===== src/hw/arq_consts.svh =====
`ifndef ARQ_CONSTS_SVH
`define ARQ_CONSTS_SVH
`define ARQ_SPLIT_OFS 8'h08
`define ARQ_CFG_OFS 8'h30
`define ARQ_PORT_OFS 8'h80
`define ARQ_RESP_OKAY 2'h0
`define ARQ_RESP_SLVERR 2'h2
`define ARQ_CFG_EN 0
`define ARQ_CFG_FLUSH 1
`define ARQ_CFG_OVF 2
`define ARQ_SPLIT_BIT 0
`define ARQ_CFG_RST_EN 1'h1
`define ARQ_ACK_COMPLETE 4'h1
`define ARQ_ACK_PENDING 4'h2
`define ARQ_ACK_BUSY_X 4'h4
`define ARQ_ACK_BUSY_A 4'h5
`define ARQ_ACK_BUSY_B 4'h6
`define ARQ_ST_DONE 4'h0
`define ARQ_ST_NOACK 4'h1
`define ARQ_ST_ACKERR 4'h2
`define ARQ_ST_ACKBAD 4'h3
`define ARQ_ST_NOORB 4'h4
`define ARQ_ST_ORBSENT 4'h5
`define ARQ_ST_RETRY 4'h7
`define ARQ_TC_WRQ 4'h0
`define ARQ_TC_WRB 4'h1
`define ARQ_TC_WRS 4'h2
`define ARQ_TC_RDQ 4'h4
`define ARQ_TC_RDB 4'h5
`define ARQ_TC_RSQ 4'h6
`define ARQ_TC_RSB 4'h7
`define ARQ_TC_LKQ 4'h9
`define ARQ_TC_LKS 4'hb
`define ARQ_TOK_STS 31:28
`define ARQ_TOK_SPD 17:16
`define ARQ_TOK_ACK 3:0
`define ARQ_Q1_PRIO 3:0
`define ARQ_LEN_HDR 3'h4
`define ARQ_LEN_DATA 3'h5
`define ARQ_Q1_IDX 3'h1
`endif


===== src/hw/arq_pkg.sv =====
package arq_pkg;
  typedef struct packed {
    logic to_agent;
    logic tx_was_response;
    logic no_ack_needed;
    logic ack_bad;
    logic retry_over;
    logic orb_valid;
    logic orb_invalid;
    logic [1:0] spd;
    logic [3:0] ack;
    logic [15:0] dest_id;
    logic [5:0] tlabel;
    logic [1:0] rt;
    logic [3:0] tcode;
    logic [15:0] src_id;
    logic [3:0] rcode;
    logic [47:0] offset;
    logic [15:0] data_length;
    logic [15:0] ext_tcode;
    logic [31:0] quad_data;
  } arq_rx_info_t;

  typedef enum logic [2:0] {
    ARQ_IDLE = 3'b001,
    ARQ_HDR = 3'b010,
    ARQ_PAY = 3'b100
  } arq_state_t;
endpackage


===== src/hw/arq_top.sv =====
// What this block does
// [RULE1] store responses to transmitted requests
// [RULE2] store foreign requests, never agent requests
// [RULE3] config and status at offset 30h
// [RULE4] host reads packets at offset 80h
// [RULE5] token quadlet with status, speed, ack first
// [RULE6] quadlet two: destination, tLabel, rt, tCode, prior
// [RULE7] quadlet format: source ID then rCode
// [RULE8] quadlet data fifth, only for carrying codes
// [RULE9] block: 48-bit offset in quadlets three/four
// [RULE10] block payload only for write req, read resp
// [RULE11] ack_complete gives status 0h
// [RULE12] split enabled plus ack_pnd gives 0h
// [RULE13] no acknowledge needed gives status 1h
// [RULE14] other acknowledge on request gives 2h
// [RULE15] ack_pnd on sent response gives 2h
// [RULE16] missing or broken acknowledge gives 3h
// [RULE17] invalid next-ORB pointer gives 4h
// [RULE18] valid next-ORB forwarded gives 5h
// [RULE19] speed code 00/01/10 for 100/200/400
// [RULE20] retry limit exceeded gives 7h
// [RULE21] priority field always zero
// [RULE22] one quadlet per read, arrival order
// [RULE23] status is top 4-bit token field
//
// Design decision made here: the AXI4-Lite register port.
`timescale 1ns/100ps
`include "arq_consts.svh"
module arq_top #(
  parameter int DEPTH = 64
) (
  input wire logic CLOCK_IN,
  input wire logic SRST_IN,
  input wire logic [7:0] AWADDR_IN,
  input wire logic AWVALID_IN,
  output logic AWREADY_OUT,
  input wire logic [31:0] WDATA_IN,
  input wire logic [3:0] WSTRB_IN,
  input wire logic WVALID_IN,
  output logic WREADY_OUT,
  output logic [1:0] BRESP_OUT,
  output logic BVALID_OUT,
  input wire logic BREADY_IN,
  input wire logic [7:0] ARADDR_IN,
  input wire logic ARVALID_IN,
  output logic ARREADY_OUT,
  output logic [31:0] RDATA_OUT,
  output logic [1:0] RRESP_OUT,
  output logic RVALID_OUT,
  input wire logic RREADY_IN,
  input wire arq_pkg::arq_rx_info_t RX_INFO_IN,
  input wire logic RX_VALID_IN,
  output logic RX_READY_OUT,
  input wire logic [31:0] RX_DATA_IN,
  input wire logic RX_DATA_VALID_IN,
  output logic RX_DATA_READY_OUT
);
  localparam int PW = $clog2(DEPTH);
  localparam int CW = PW + 1;

  arq_pkg::arq_state_t st_reg;
  logic rx_ready_reg;
  logic pay_ready_reg;
  logic drop_reg;
  logic [2:0] idx_reg;
  logic [2:0] hdr_len_reg;
  logic [14:0] pay_left_reg;
  logic [31:0] hdr_reg [5];
  logic [31:0] mem [DEPTH];
  logic [PW-1:0] wr_ptr_reg;
  logic [PW-1:0] rd_ptr_reg;
  logic [CW-1:0] cnt_reg;
  logic en_reg;
  logic split_reg;
  logic ovf_reg;
  logic aw_held_reg;
  logic w_held_reg;
  logic [7:0] aw_addr_reg;
  logic [31:0] w_data_reg;
  logic [3:0] w_strb_reg;
  logic awready_reg;
  logic wready_reg;
  logic bvalid_reg;
  logic [1:0] bresp_reg;
  logic arready_reg;
  logic rvalid_reg;
  logic [31:0] rdata_reg;
  logic [1:0] rresp_reg;

  logic take;
  logic hi_flag;
  logic plain;
  logic busy_ack;
  logic pnd_wait;
  logic storable;
  logic is_block;
  logic fits;
  logic keep;
  logic [3:0] status_calc;
  logic [2:0] len_calc;
  logic [14:0] pay_calc;
  logic [16:0] len_round;
  logic wr_en;
  logic [31:0] wr_data;
  logic do_write;
  logic cfg_wr;
  logic flush_do;
  logic ar_take;
  logic [7:0] ar_word;
  logic pop;
  logic [31:0] sts_word;

  assign take = RX_VALID_IN && rx_ready_reg;
  assign hi_flag = RX_INFO_IN.orb_valid || RX_INFO_IN.orb_invalid ||
                   RX_INFO_IN.retry_over;
  assign plain = !hi_flag && !RX_INFO_IN.no_ack_needed &&
                 !RX_INFO_IN.ack_bad;
  assign busy_ack = RX_INFO_IN.ack == `ARQ_ACK_BUSY_X ||
                    RX_INFO_IN.ack == `ARQ_ACK_BUSY_A ||
                    RX_INFO_IN.ack == `ARQ_ACK_BUSY_B;
  // without split mode the later response is what gets queued
  assign pnd_wait = RX_INFO_IN.ack == `ARQ_ACK_PENDING &&
                    !RX_INFO_IN.tx_was_response && !split_reg; // [RULE12]
  assign storable = en_reg && !RX_INFO_IN.to_agent && // [RULE1] [RULE2]
                    !(plain && (busy_ack || pnd_wait));
  assign is_block = RX_INFO_IN.tcode == `ARQ_TC_WRB ||
                    RX_INFO_IN.tcode == `ARQ_TC_RDB ||
                    RX_INFO_IN.tcode == `ARQ_TC_RSB ||
                    RX_INFO_IN.tcode == `ARQ_TC_LKQ ||
                    RX_INFO_IN.tcode == `ARQ_TC_LKS;

  always_comb
  begin
    if (RX_INFO_IN.orb_valid)
      status_calc = `ARQ_ST_ORBSENT; // [RULE18]
    else if (RX_INFO_IN.orb_invalid)
      status_calc = `ARQ_ST_NOORB; // [RULE17]
    else if (RX_INFO_IN.retry_over)
      status_calc = `ARQ_ST_RETRY; // [RULE20]
    else if (RX_INFO_IN.no_ack_needed)
      status_calc = `ARQ_ST_NOACK; // [RULE13]
    else if (RX_INFO_IN.ack_bad)
      status_calc = `ARQ_ST_ACKBAD; // [RULE16]
    else if (RX_INFO_IN.ack == `ARQ_ACK_PENDING)
      status_calc = RX_INFO_IN.tx_was_response ? `ARQ_ST_ACKERR // [RULE15]
                                               : `ARQ_ST_DONE; // [RULE12]
    else if (RX_INFO_IN.ack == `ARQ_ACK_COMPLETE)
      status_calc = `ARQ_ST_DONE; // [RULE11]
    else
      status_calc = `ARQ_ST_ACKERR; // [RULE14]
  end

  always_comb
  begin
    len_round = {1'b0, RX_INFO_IN.data_length} + 17'h3;
    if (is_block)
      len_calc = `ARQ_LEN_DATA;
    else if (RX_INFO_IN.tcode == `ARQ_TC_WRQ ||
             RX_INFO_IN.tcode == `ARQ_TC_RSQ)
      len_calc = `ARQ_LEN_DATA; // [RULE8]
    else
      len_calc = `ARQ_LEN_HDR; // [RULE8]
    if (RX_INFO_IN.tcode == `ARQ_TC_WRB || RX_INFO_IN.tcode == `ARQ_TC_RSB)
      pay_calc = len_round[16:2]; // [RULE10]
    else
      pay_calc = 15'h0; // [RULE10]
  end

  // whole packet must fit, a partial entry would desync the reader
  assign fits = (17'(len_calc) + 17'(pay_calc)) <=
                (17'(DEPTH) - 17'(cnt_reg));
  assign keep = storable && fits;

  always_ff @(posedge CLOCK_IN)
  begin
    if (take)
    begin
      hdr_reg[0] <= {status_calc, 10'h0, RX_INFO_IN.spd, // [RULE5] [RULE23]
                     12'h0, RX_INFO_IN.ack}; // [RULE19]
      hdr_reg[1] <= {RX_INFO_IN.dest_id, RX_INFO_IN.tlabel, // [RULE6]
                     RX_INFO_IN.rt, RX_INFO_IN.tcode, 4'h0}; // [RULE21]
      if (is_block)
      begin
        hdr_reg[2] <= {RX_INFO_IN.src_id, RX_INFO_IN.offset[47:32]}; // [RULE9]
        hdr_reg[3] <= RX_INFO_IN.offset[31:0]; // [RULE9]
        hdr_reg[4] <= {RX_INFO_IN.data_length, RX_INFO_IN.ext_tcode};
      end
      else
      begin
        hdr_reg[2] <= {RX_INFO_IN.src_id, RX_INFO_IN.rcode, 12'h0}; // [RULE7]
        hdr_reg[3] <= 32'h0;
        hdr_reg[4] <= RX_INFO_IN.quad_data; // [RULE8]
      end
    end
  end

  always_ff @(posedge CLOCK_IN)
  begin
    if (SRST_IN)
    begin
      st_reg <= arq_pkg::ARQ_IDLE;
      rx_ready_reg <= 1'b1;
      pay_ready_reg <= 1'b0;
      drop_reg <= 1'b0;
      idx_reg <= 3'h0;
      hdr_len_reg <= `ARQ_LEN_HDR;
      pay_left_reg <= 15'h0;
    end
    else
    begin
      case (st_reg)
        arq_pkg::ARQ_IDLE:
          if (take)
          begin
            idx_reg <= 3'h0;
            hdr_len_reg <= len_calc;
            pay_left_reg <= pay_calc;
            drop_reg <= !keep; // [RULE2]
            if (keep)
            begin
              st_reg <= arq_pkg::ARQ_HDR; // [RULE1]
              rx_ready_reg <= 1'b0;
            end
            else if (pay_calc != 15'h0)
            begin
              // a refused block still has its payload drained
              st_reg <= arq_pkg::ARQ_PAY;
              rx_ready_reg <= 1'b0;
              pay_ready_reg <= 1'b1;
            end
          end
        arq_pkg::ARQ_HDR:
        begin
          idx_reg <= idx_reg + 3'h1;
          if (idx_reg == hdr_len_reg - 3'h1)
          begin
            if (pay_left_reg != 15'h0)
            begin
              st_reg <= arq_pkg::ARQ_PAY; // [RULE10]
              pay_ready_reg <= 1'b1;
            end
            else
            begin
              st_reg <= arq_pkg::ARQ_IDLE;
              rx_ready_reg <= 1'b1;
            end
          end
        end
        arq_pkg::ARQ_PAY:
          if (RX_DATA_VALID_IN)
          begin
            pay_left_reg <= pay_left_reg - 15'h1;
            if (pay_left_reg == 15'h1)
            begin
              st_reg <= arq_pkg::ARQ_IDLE;
              pay_ready_reg <= 1'b0;
              rx_ready_reg <= 1'b1;
            end
          end
        default:
          st_reg <= arq_pkg::ARQ_IDLE;
      endcase
    end
  end

  assign wr_en = (st_reg == arq_pkg::ARQ_HDR) ||
                 (st_reg == arq_pkg::ARQ_PAY && RX_DATA_VALID_IN && !drop_reg);
  assign wr_data = (st_reg == arq_pkg::ARQ_HDR) ? hdr_reg[idx_reg]
                                                : RX_DATA_IN;

  always_ff @(posedge CLOCK_IN)
  begin
    if (wr_en)
      mem[wr_ptr_reg] <= wr_data; // [RULE22]
  end

  // pointers wrap naturally, so DEPTH must be a power of two
  always_ff @(posedge CLOCK_IN)
  begin
    if (SRST_IN || flush_do)
    begin
      wr_ptr_reg <= '0;
      rd_ptr_reg <= '0;
      cnt_reg <= '0;
    end
    else
    begin
      if (wr_en)
        wr_ptr_reg <= wr_ptr_reg + PW'(1);
      if (pop)
        rd_ptr_reg <= rd_ptr_reg + PW'(1); // [RULE22]
      cnt_reg <= cnt_reg + CW'(wr_en) - CW'(pop);
    end
  end

  assign do_write = aw_held_reg && w_held_reg;
  assign cfg_wr = do_write && {aw_addr_reg[7:2], 2'b00} == `ARQ_CFG_OFS &&
                  w_strb_reg[0]; // [RULE3]
  // flush is ignored unless the writer is idle, so no half packet is left behind
  assign flush_do = cfg_wr && w_data_reg[`ARQ_CFG_FLUSH] &&
                    st_reg == arq_pkg::ARQ_IDLE;

  always_ff @(posedge CLOCK_IN)
  begin
    if (SRST_IN)
    begin
      aw_held_reg <= 1'b0;
      w_held_reg <= 1'b0;
      aw_addr_reg <= 8'h0;
      w_data_reg <= 32'h0;
      w_strb_reg <= 4'h0;
      awready_reg <= 1'b1;
      wready_reg <= 1'b1;
      bvalid_reg <= 1'b0;
      bresp_reg <= `ARQ_RESP_OKAY;
    end
    else
    begin
      if (AWVALID_IN && awready_reg)
      begin
        aw_held_reg <= 1'b1;
        aw_addr_reg <= AWADDR_IN;
        awready_reg <= 1'b0;
      end
      if (WVALID_IN && wready_reg)
      begin
        w_held_reg <= 1'b1;
        w_data_reg <= WDATA_IN;
        w_strb_reg <= WSTRB_IN;
        wready_reg <= 1'b0;
      end
      if (do_write)
      begin
        aw_held_reg <= 1'b0;
        w_held_reg <= 1'b0;
        bvalid_reg <= 1'b1;
        if ({aw_addr_reg[7:2], 2'b00} == `ARQ_CFG_OFS ||
            {aw_addr_reg[7:2], 2'b00} == `ARQ_SPLIT_OFS ||
            {aw_addr_reg[7:2], 2'b00} == `ARQ_PORT_OFS)
          bresp_reg <= `ARQ_RESP_OKAY;
        else
          bresp_reg <= `ARQ_RESP_SLVERR;
      end
      if (bvalid_reg && BREADY_IN)
      begin
        bvalid_reg <= 1'b0;
        awready_reg <= 1'b1;
        wready_reg <= 1'b1;
      end
    end
  end

  always_ff @(posedge CLOCK_IN)
  begin
    if (SRST_IN)
    begin
      en_reg <= `ARQ_CFG_RST_EN;
      split_reg <= 1'b0;
      ovf_reg <= 1'b0;
    end
    else
    begin
      if (cfg_wr)
        en_reg <= w_data_reg[`ARQ_CFG_EN]; // [RULE3]
      if (do_write && w_strb_reg[0] &&
          {aw_addr_reg[7:2], 2'b00} == `ARQ_SPLIT_OFS)
        split_reg <= w_data_reg[`ARQ_SPLIT_BIT]; // [RULE12]
      // a new overflow beats a clear in the same cycle
      if (take && storable && !fits)
        ovf_reg <= 1'b1;
      else if (cfg_wr && w_data_reg[`ARQ_CFG_OVF])
        ovf_reg <= 1'b0;
    end
  end

  assign ar_take = ARVALID_IN && arready_reg;
  assign ar_word = {ARADDR_IN[7:2], 2'b00};
  assign pop = ar_take && ar_word == `ARQ_PORT_OFS && // [RULE4]
               cnt_reg != '0 && !flush_do;
  assign sts_word = {16'(cnt_reg), 6'h0, cnt_reg == CW'(DEPTH),
                     cnt_reg == '0, 5'h0, ovf_reg, 1'b0, en_reg}; // [RULE3]

  always_ff @(posedge CLOCK_IN)
  begin
    if (SRST_IN)
    begin
      arready_reg <= 1'b1;
      rvalid_reg <= 1'b0;
      rdata_reg <= 32'h0;
      rresp_reg <= `ARQ_RESP_OKAY;
    end
    else
    begin
      if (ar_take)
      begin
        arready_reg <= 1'b0;
        rvalid_reg <= 1'b1;
        rresp_reg <= `ARQ_RESP_OKAY;
        if (ar_word == `ARQ_CFG_OFS)
          rdata_reg <= sts_word;
        else if (ar_word == `ARQ_SPLIT_OFS)
          rdata_reg <= {31'h0, split_reg};
        else if (ar_word == `ARQ_PORT_OFS)
          rdata_reg <= pop ? mem[rd_ptr_reg] : 32'h0; // [RULE22]
        else
        begin
          rdata_reg <= 32'h0;
          rresp_reg <= `ARQ_RESP_SLVERR;
        end
      end
      if (rvalid_reg && RREADY_IN)
      begin
        rvalid_reg <= 1'b0;
        arready_reg <= 1'b1;
      end
    end
  end

  assign AWREADY_OUT = awready_reg;
  assign WREADY_OUT = wready_reg;
  assign BVALID_OUT = bvalid_reg;
  assign BRESP_OUT = bresp_reg;
  assign ARREADY_OUT = arready_reg;
  assign RVALID_OUT = rvalid_reg;
  assign RDATA_OUT = rdata_reg;
  assign RRESP_OUT = rresp_reg;
  assign RX_READY_OUT = rx_ready_reg;
  assign RX_DATA_READY_OUT = pay_ready_reg;

  a_agent_dropped: assert property ( // [RULE2]
    @(posedge CLOCK_IN) disable iff (SRST_IN)
    take && RX_INFO_IN.to_agent |=> drop_reg && st_reg != arq_pkg::ARQ_HDR)
    else $error("agent request was queued");
  a_kept_stored: assert property ( // [RULE1]
    @(posedge CLOCK_IN) disable iff (SRST_IN)
    take && keep |=> st_reg == arq_pkg::ARQ_HDR ##1 wr_en)
    else $error("storable packet not written");
  a_token_fields: assert property ( // [RULE5] [RULE19]
    @(posedge CLOCK_IN) disable iff (SRST_IN)
    take |=> hdr_reg[0][`ARQ_TOK_SPD] == $past(RX_INFO_IN.spd) &&
      hdr_reg[0][`ARQ_TOK_ACK] == $past(RX_INFO_IN.ack))
    else $error("token speed or ack wrong");
  a_status_done: assert property ( // [RULE11] [RULE12]
    @(posedge CLOCK_IN) disable iff (SRST_IN)
    take && plain && (RX_INFO_IN.ack == `ARQ_ACK_COMPLETE ||
      (RX_INFO_IN.ack == `ARQ_ACK_PENDING && split_reg &&
       !RX_INFO_IN.tx_was_response))
    |=> hdr_reg[0][`ARQ_TOK_STS] == `ARQ_ST_DONE)
    else $error("completion status not 0h");
  a_status_ackerr: assert property ( // [RULE15]
    @(posedge CLOCK_IN) disable iff (SRST_IN)
    take && plain && RX_INFO_IN.ack == `ARQ_ACK_PENDING &&
    RX_INFO_IN.tx_was_response |=> hdr_reg[0][`ARQ_TOK_STS] == `ARQ_ST_ACKERR)
    else $error("pending on response not 2h");
  a_status_noack: assert property ( // [RULE13] [RULE16]
    @(posedge CLOCK_IN) disable iff (SRST_IN)
    take && !hi_flag && (RX_INFO_IN.no_ack_needed || RX_INFO_IN.ack_bad)
    |=> hdr_reg[0][`ARQ_TOK_STS] == ($past(RX_INFO_IN.no_ack_needed) ?
        `ARQ_ST_NOACK : `ARQ_ST_ACKBAD))
    else $error("ack absence status wrong");
  a_status_fetch: assert property ( // [RULE17] [RULE18] [RULE20]
    @(posedge CLOCK_IN) disable iff (SRST_IN)
    take && hi_flag |=> hdr_reg[0][`ARQ_TOK_STS] ==
      ($past(RX_INFO_IN.orb_valid) ? `ARQ_ST_ORBSENT :
       $past(RX_INFO_IN.orb_invalid) ? `ARQ_ST_NOORB : `ARQ_ST_RETRY))
    else $error("fetch or retry status wrong");
  a_prior_zero: assert property ( // [RULE21]
    @(posedge CLOCK_IN) disable iff (SRST_IN)
    wr_en && st_reg == arq_pkg::ARQ_HDR && idx_reg == `ARQ_Q1_IDX
    |-> wr_data[`ARQ_Q1_PRIO] == 4'h0)
    else $error("priority field not zero");
  a_quad_len: assert property ( // [RULE8] [RULE10]
    @(posedge CLOCK_IN) disable iff (SRST_IN)
    take && keep && (RX_INFO_IN.tcode == `ARQ_TC_RDQ ||
      RX_INFO_IN.tcode == `ARQ_TC_WRS || RX_INFO_IN.tcode == `ARQ_TC_RDB)
    |=> pay_left_reg == 15'h0 && hdr_len_reg ==
      ($past(RX_INFO_IN.tcode) == `ARQ_TC_RDB ? `ARQ_LEN_DATA : `ARQ_LEN_HDR))
    else $error("no-data packet length wrong");
  a_pop_order: assert property ( // [RULE22]
    @(posedge CLOCK_IN) disable iff (SRST_IN)
    pop |=> rd_ptr_reg == $past(rd_ptr_reg) + PW'(1) &&
      cnt_reg == $past(cnt_reg) + CW'($past(wr_en)) - CW'(1))
    else $error("read port pop out of order");
endmodule // arq_top


===== config.mk =====
export PLATFORM = sky130hd
export DESIGN_NAME = arq_top
export DESIGN_NICKNAME = d
export VERILOG_FILES = /design/src/hw/arq_pkg.sv /design/src/hw/arq_top.sv
export VERILOG_INCLUDE_DIRS = /design/src /design/src/hw
export SDC_FILE = /design/constraint.sdc
export NUM_CORES = 2
export LEC_CHECK = 0
export ABC_AREA = 1
export ABC_CLOCK_PERIOD_IN_PS = 5400
export BUFFER_PORTS_ARGS = -buffer_cell sky130_fd_sc_hd__buf_4
export CELL_PAD_IN_SITES_DETAIL_PLACEMENT = 1
export CELL_PAD_IN_SITES_GLOBAL_PLACEMENT = 1
export CORE_MARGIN = 4
export CORE_UTILIZATION = 33
export CTS_BUF_LIST = sky130_fd_sc_hd__clkbuf_8
export DETAILED_ROUTE_END_ITERATION = 6
export PLACE_DENSITY_LB_ADDON = 0.1
export SLEW_MARGIN = 20
export SYNTH_ARGS = -nofsm -noshare
export SYNTH_HDL_FRONTEND = slang
export SYNTH_SLANG_ARGS = --single-unit
export TNS_END_PERCENT = 50

===== constraint.sdc =====
create_clock -name CLOCK_IN -period 5.4 [get_ports CLOCK_IN]
set_input_delay 0.27 -clock CLOCK_IN [delete_from_list [all_inputs] [get_ports CLOCK_IN]]
set_output_delay 0.27 -clock CLOCK_IN [all_outputs]
set_load 0.02 [all_outputs]

==> results.ini <==
[drt]
vias=68327
wirelength_um=355000
drt-vias-per-instance=5.23
post-route-drc-count=0
ant_nets=0
dr.first_iter.drc_count=5064
wl_per_cell_um=27.2
first_pass_iters=5

[setup_path]
start_kind=input port
path_max_fanout=6
cp.arrival_ns=4.94
critPathKind=in2reg
critPathRequiredTime_ns=6.33
cp-end-kind=flop

[die]
io_pins=309
die_h_um=542
core.rowCount=195
die_w_um=542
dieArea_mm2=0.293
fp.coreArea_mm2=0.283
start_util=0.332

[power]
p_seq_frac=0.525
p_leak_nw=40.8
combPwrFrac=0.071
p_int_mw=28.5
clkPwrFrac=0.404
power_per_cell_area_mw_per_mm2=336
peakVddDrop_uv=211
power_switching_mw=9.44
switching_share=0.249

[yosys]
async_reset_ff_frac=0
synth_top_area_frac=0.683
synth_edf_count=2137
netlist_area_mm2=0.0940
syn_inst=8151
synth_top_area_cell=edfxtp_1
ys_top_cells_by_area=edfxtp_1 68%, nand3_1 9.6%, nand2_1 8.5%, dfxtp_1 3.2%, nor2_1 1.4%
synth-main-ff-cell=edfxtp_1
yosysUniqueCellTypes=62
yosysSeqAreaShare=0.715
ys_seq_elements=2288
yosysWarnings=0
syn_avg_cell_area_um2=11.5

[clock_network]
postCtsHoldBufs=412
cts_made_buffers=413
clk_latency_ns=1.08
cts_resized=0
clockRootBuffer=clkbuf_8
cts.sinks=2288
tritoncts=yes
clock_tree.buffer_depth=4
path_clk_slew_ns=0.06
ctsHtreeMaxLevel=5
post_cts_buffers=0

[layout]
final_util=0.400
drive_gt1_frac=0.131
nets=9281
final_cells=13073
mostFrequentLayoutCell=edfxtp_1
final_cell_mix=2137 x edfxtp_1, 2096 x nand2_1, 1807 x nand3_1
syn2layout_area_growth_pct=20.3
largest_reg_flops=2048

[timing]
clock_skew_ns=0.0573
post-route-period-util=0.743
timing.hold.ws_ns=0.0971
tightest_slew_ns=1.14
finalCriticalPeriod_ns=4.01
setup_viol=0
timing.slew.headroom=0.240
setup_tns_ns=0
rsz0062_at_grt=no
drv_slew=0
hold_viol_final=0
fmax_ghz=0.249

[global_routing]
grt.overflow.total=0
grt_pass1_vias=70606
grt_first_pass_wirelength_um=508000
grt_max_degree=175
antenna_found_initial=28
grt_usage=0.236

[status]
status=complete, no violations

[place]
dp_hpwl_um=202000
gp_congestion=0.814
dp.cells=11893
port_buffers=270

[job]
maxCapViolCount=0

[hold_path]
hp-class=in2reg

## cell families (layout without fill, tap and decap cells)
family	count (synthesis)	after routing	share of synthesized area
flops	2288	2288	0.715
other cells	2	30	0.0000799
compound gates	629	629	0.0371
buf+inv	772	1923	0.0359
simple gates	4388	4388	0.203
fa+ha+maj	38	38	0.00514
mux	19	19	0.00228
xor+xnor	15	15	0.00140
## metal layers
| layer | vias up | global-route usage | share of wire |
|---|---|---|---|
| li1 | 30656 | - | - |
| met1 | 35515 | 0.323 | 0.45 |
| met2 | 1622 | 0.390 | 0.48 |
| met3 | 532 | 0.0319 | 0.044 |
| met4 | 2 | 0.0682 | 0.028 |
| met5 | - | 0 | 0.000037 |
## synthesized netlist by cell type, types with 5 or more instances
| cell type | number |
|---|---|
| edfxtp_1 | 2137 |
| nand2_1 | 2125 |
| nand3_1 | 1807 |
| nor2_1 | 356 |
| o21ai_0 | 260 |
| inv_1 | 238 |
| buf_2 | 234 |
| a21oi_1 | 187 |
| clkbuf_1 | 186 |
| dfxtp_1 | 151 |
| o22ai_1 | 91 |
| buf_1 | 64 |
| o211ai_1 | 42 |
| ha_1 | 37 |
| nor3_1 | 25 |
| mux2_2 | 19 |
| buf_4 | 16 |
| buf_6 | 16 |
| nand2_2 | 15 |
| o21ai_1 | 15 |
| inv_2 | 13 |
| xor2_1 | 13 |
| nand4_1 | 12 |
| nand3_2 | 10 |
| a22oi_1 | 6 |
| nor2_2 | 6 |
| nor2_4 | 5 |
| nor4_1 | 5 |
| or2_2 | 5 |
## path summary, 6_finish.rpt
kind	startpoint	end	slack (ns)	cells after the start
worst max-delay path	RX_INFO_IN[49]	st_reg[0]	1.39	28
worst min register to register	aw_addr_reg[6]	aw_addr_reg[6]	0.47	2
worst max register to register	st_reg[2]	cnt_reg[6]	1.43	21
worst min-delay path	RX_INFO_IN[85]	hdr_reg[3][21]	0.1	4
## power groups by stage
stage | sequential (mW) | clock, mW | combinational, mW
finish | 19.9 | 15.3 | 2.71
floorplan | 20.3 | 0 | 1.29
global route | 19.9 | 16.6 | 2.96
global placement | 20.3 | 0 | 2.32
detailed placement | 20.3 | 0 | 2.35
CTS | 19.9 | 15.8 | 2.70
## stage by stage
stage | area [µm²] | total power [mW] | setup WS, ns
after detailed placement | 101000 | 22.6 | 1.21
after global placement | 101000 | 22.6 | 1.17
after floorplan | 94000 | 21.6 | 0.608
final | 113000 | 38.0 | 1.39
after global routing | 113000 | 39.5 | 1.10
after CTS | 113000 | 38.4 | 1.41
## layout make-up
cell class                 count  area [µm²]
clock inverter               305        1560
tap                         3743        4680
clock buffer                 437        6010
inverter                     255        1000
fill                       30263      170000
sequential                  2288       67200
multi-input combinational   5093       24100
timing repair buffer         926        8520
antenna                       26        65.1
## worst max-delay path, cell delays in order
cell           delay, ns
dlygate4sd3_1       0.54
buf_4               0.14
nor2_2              0.19
nor2_2              0.09
nand2_2             0.12
nor2_4              0.06
nand3_1             0.07
dlygate4sd3_1       0.56
nand3_2             0.10
dlygate4sd3_1       0.65
inv_2               0.14
nand2_2             0.07
nor2_1              0.10
nand3_1             0.11
xor2_1              0.16
inv_1               0.07
ha_1                0.27
nand2_1             0.05
inv_1               0.06
nand3_1             0.09
nor2_1              0.13
nand3b_1            0.09
nand3_1             0.12
nand2_1             0.15
a21oi_1             0.25
nand2_2             0.13
nand3_1             0.09
nand3_1             0.07
Note: power is estimated with default switching activity, not from simulation.
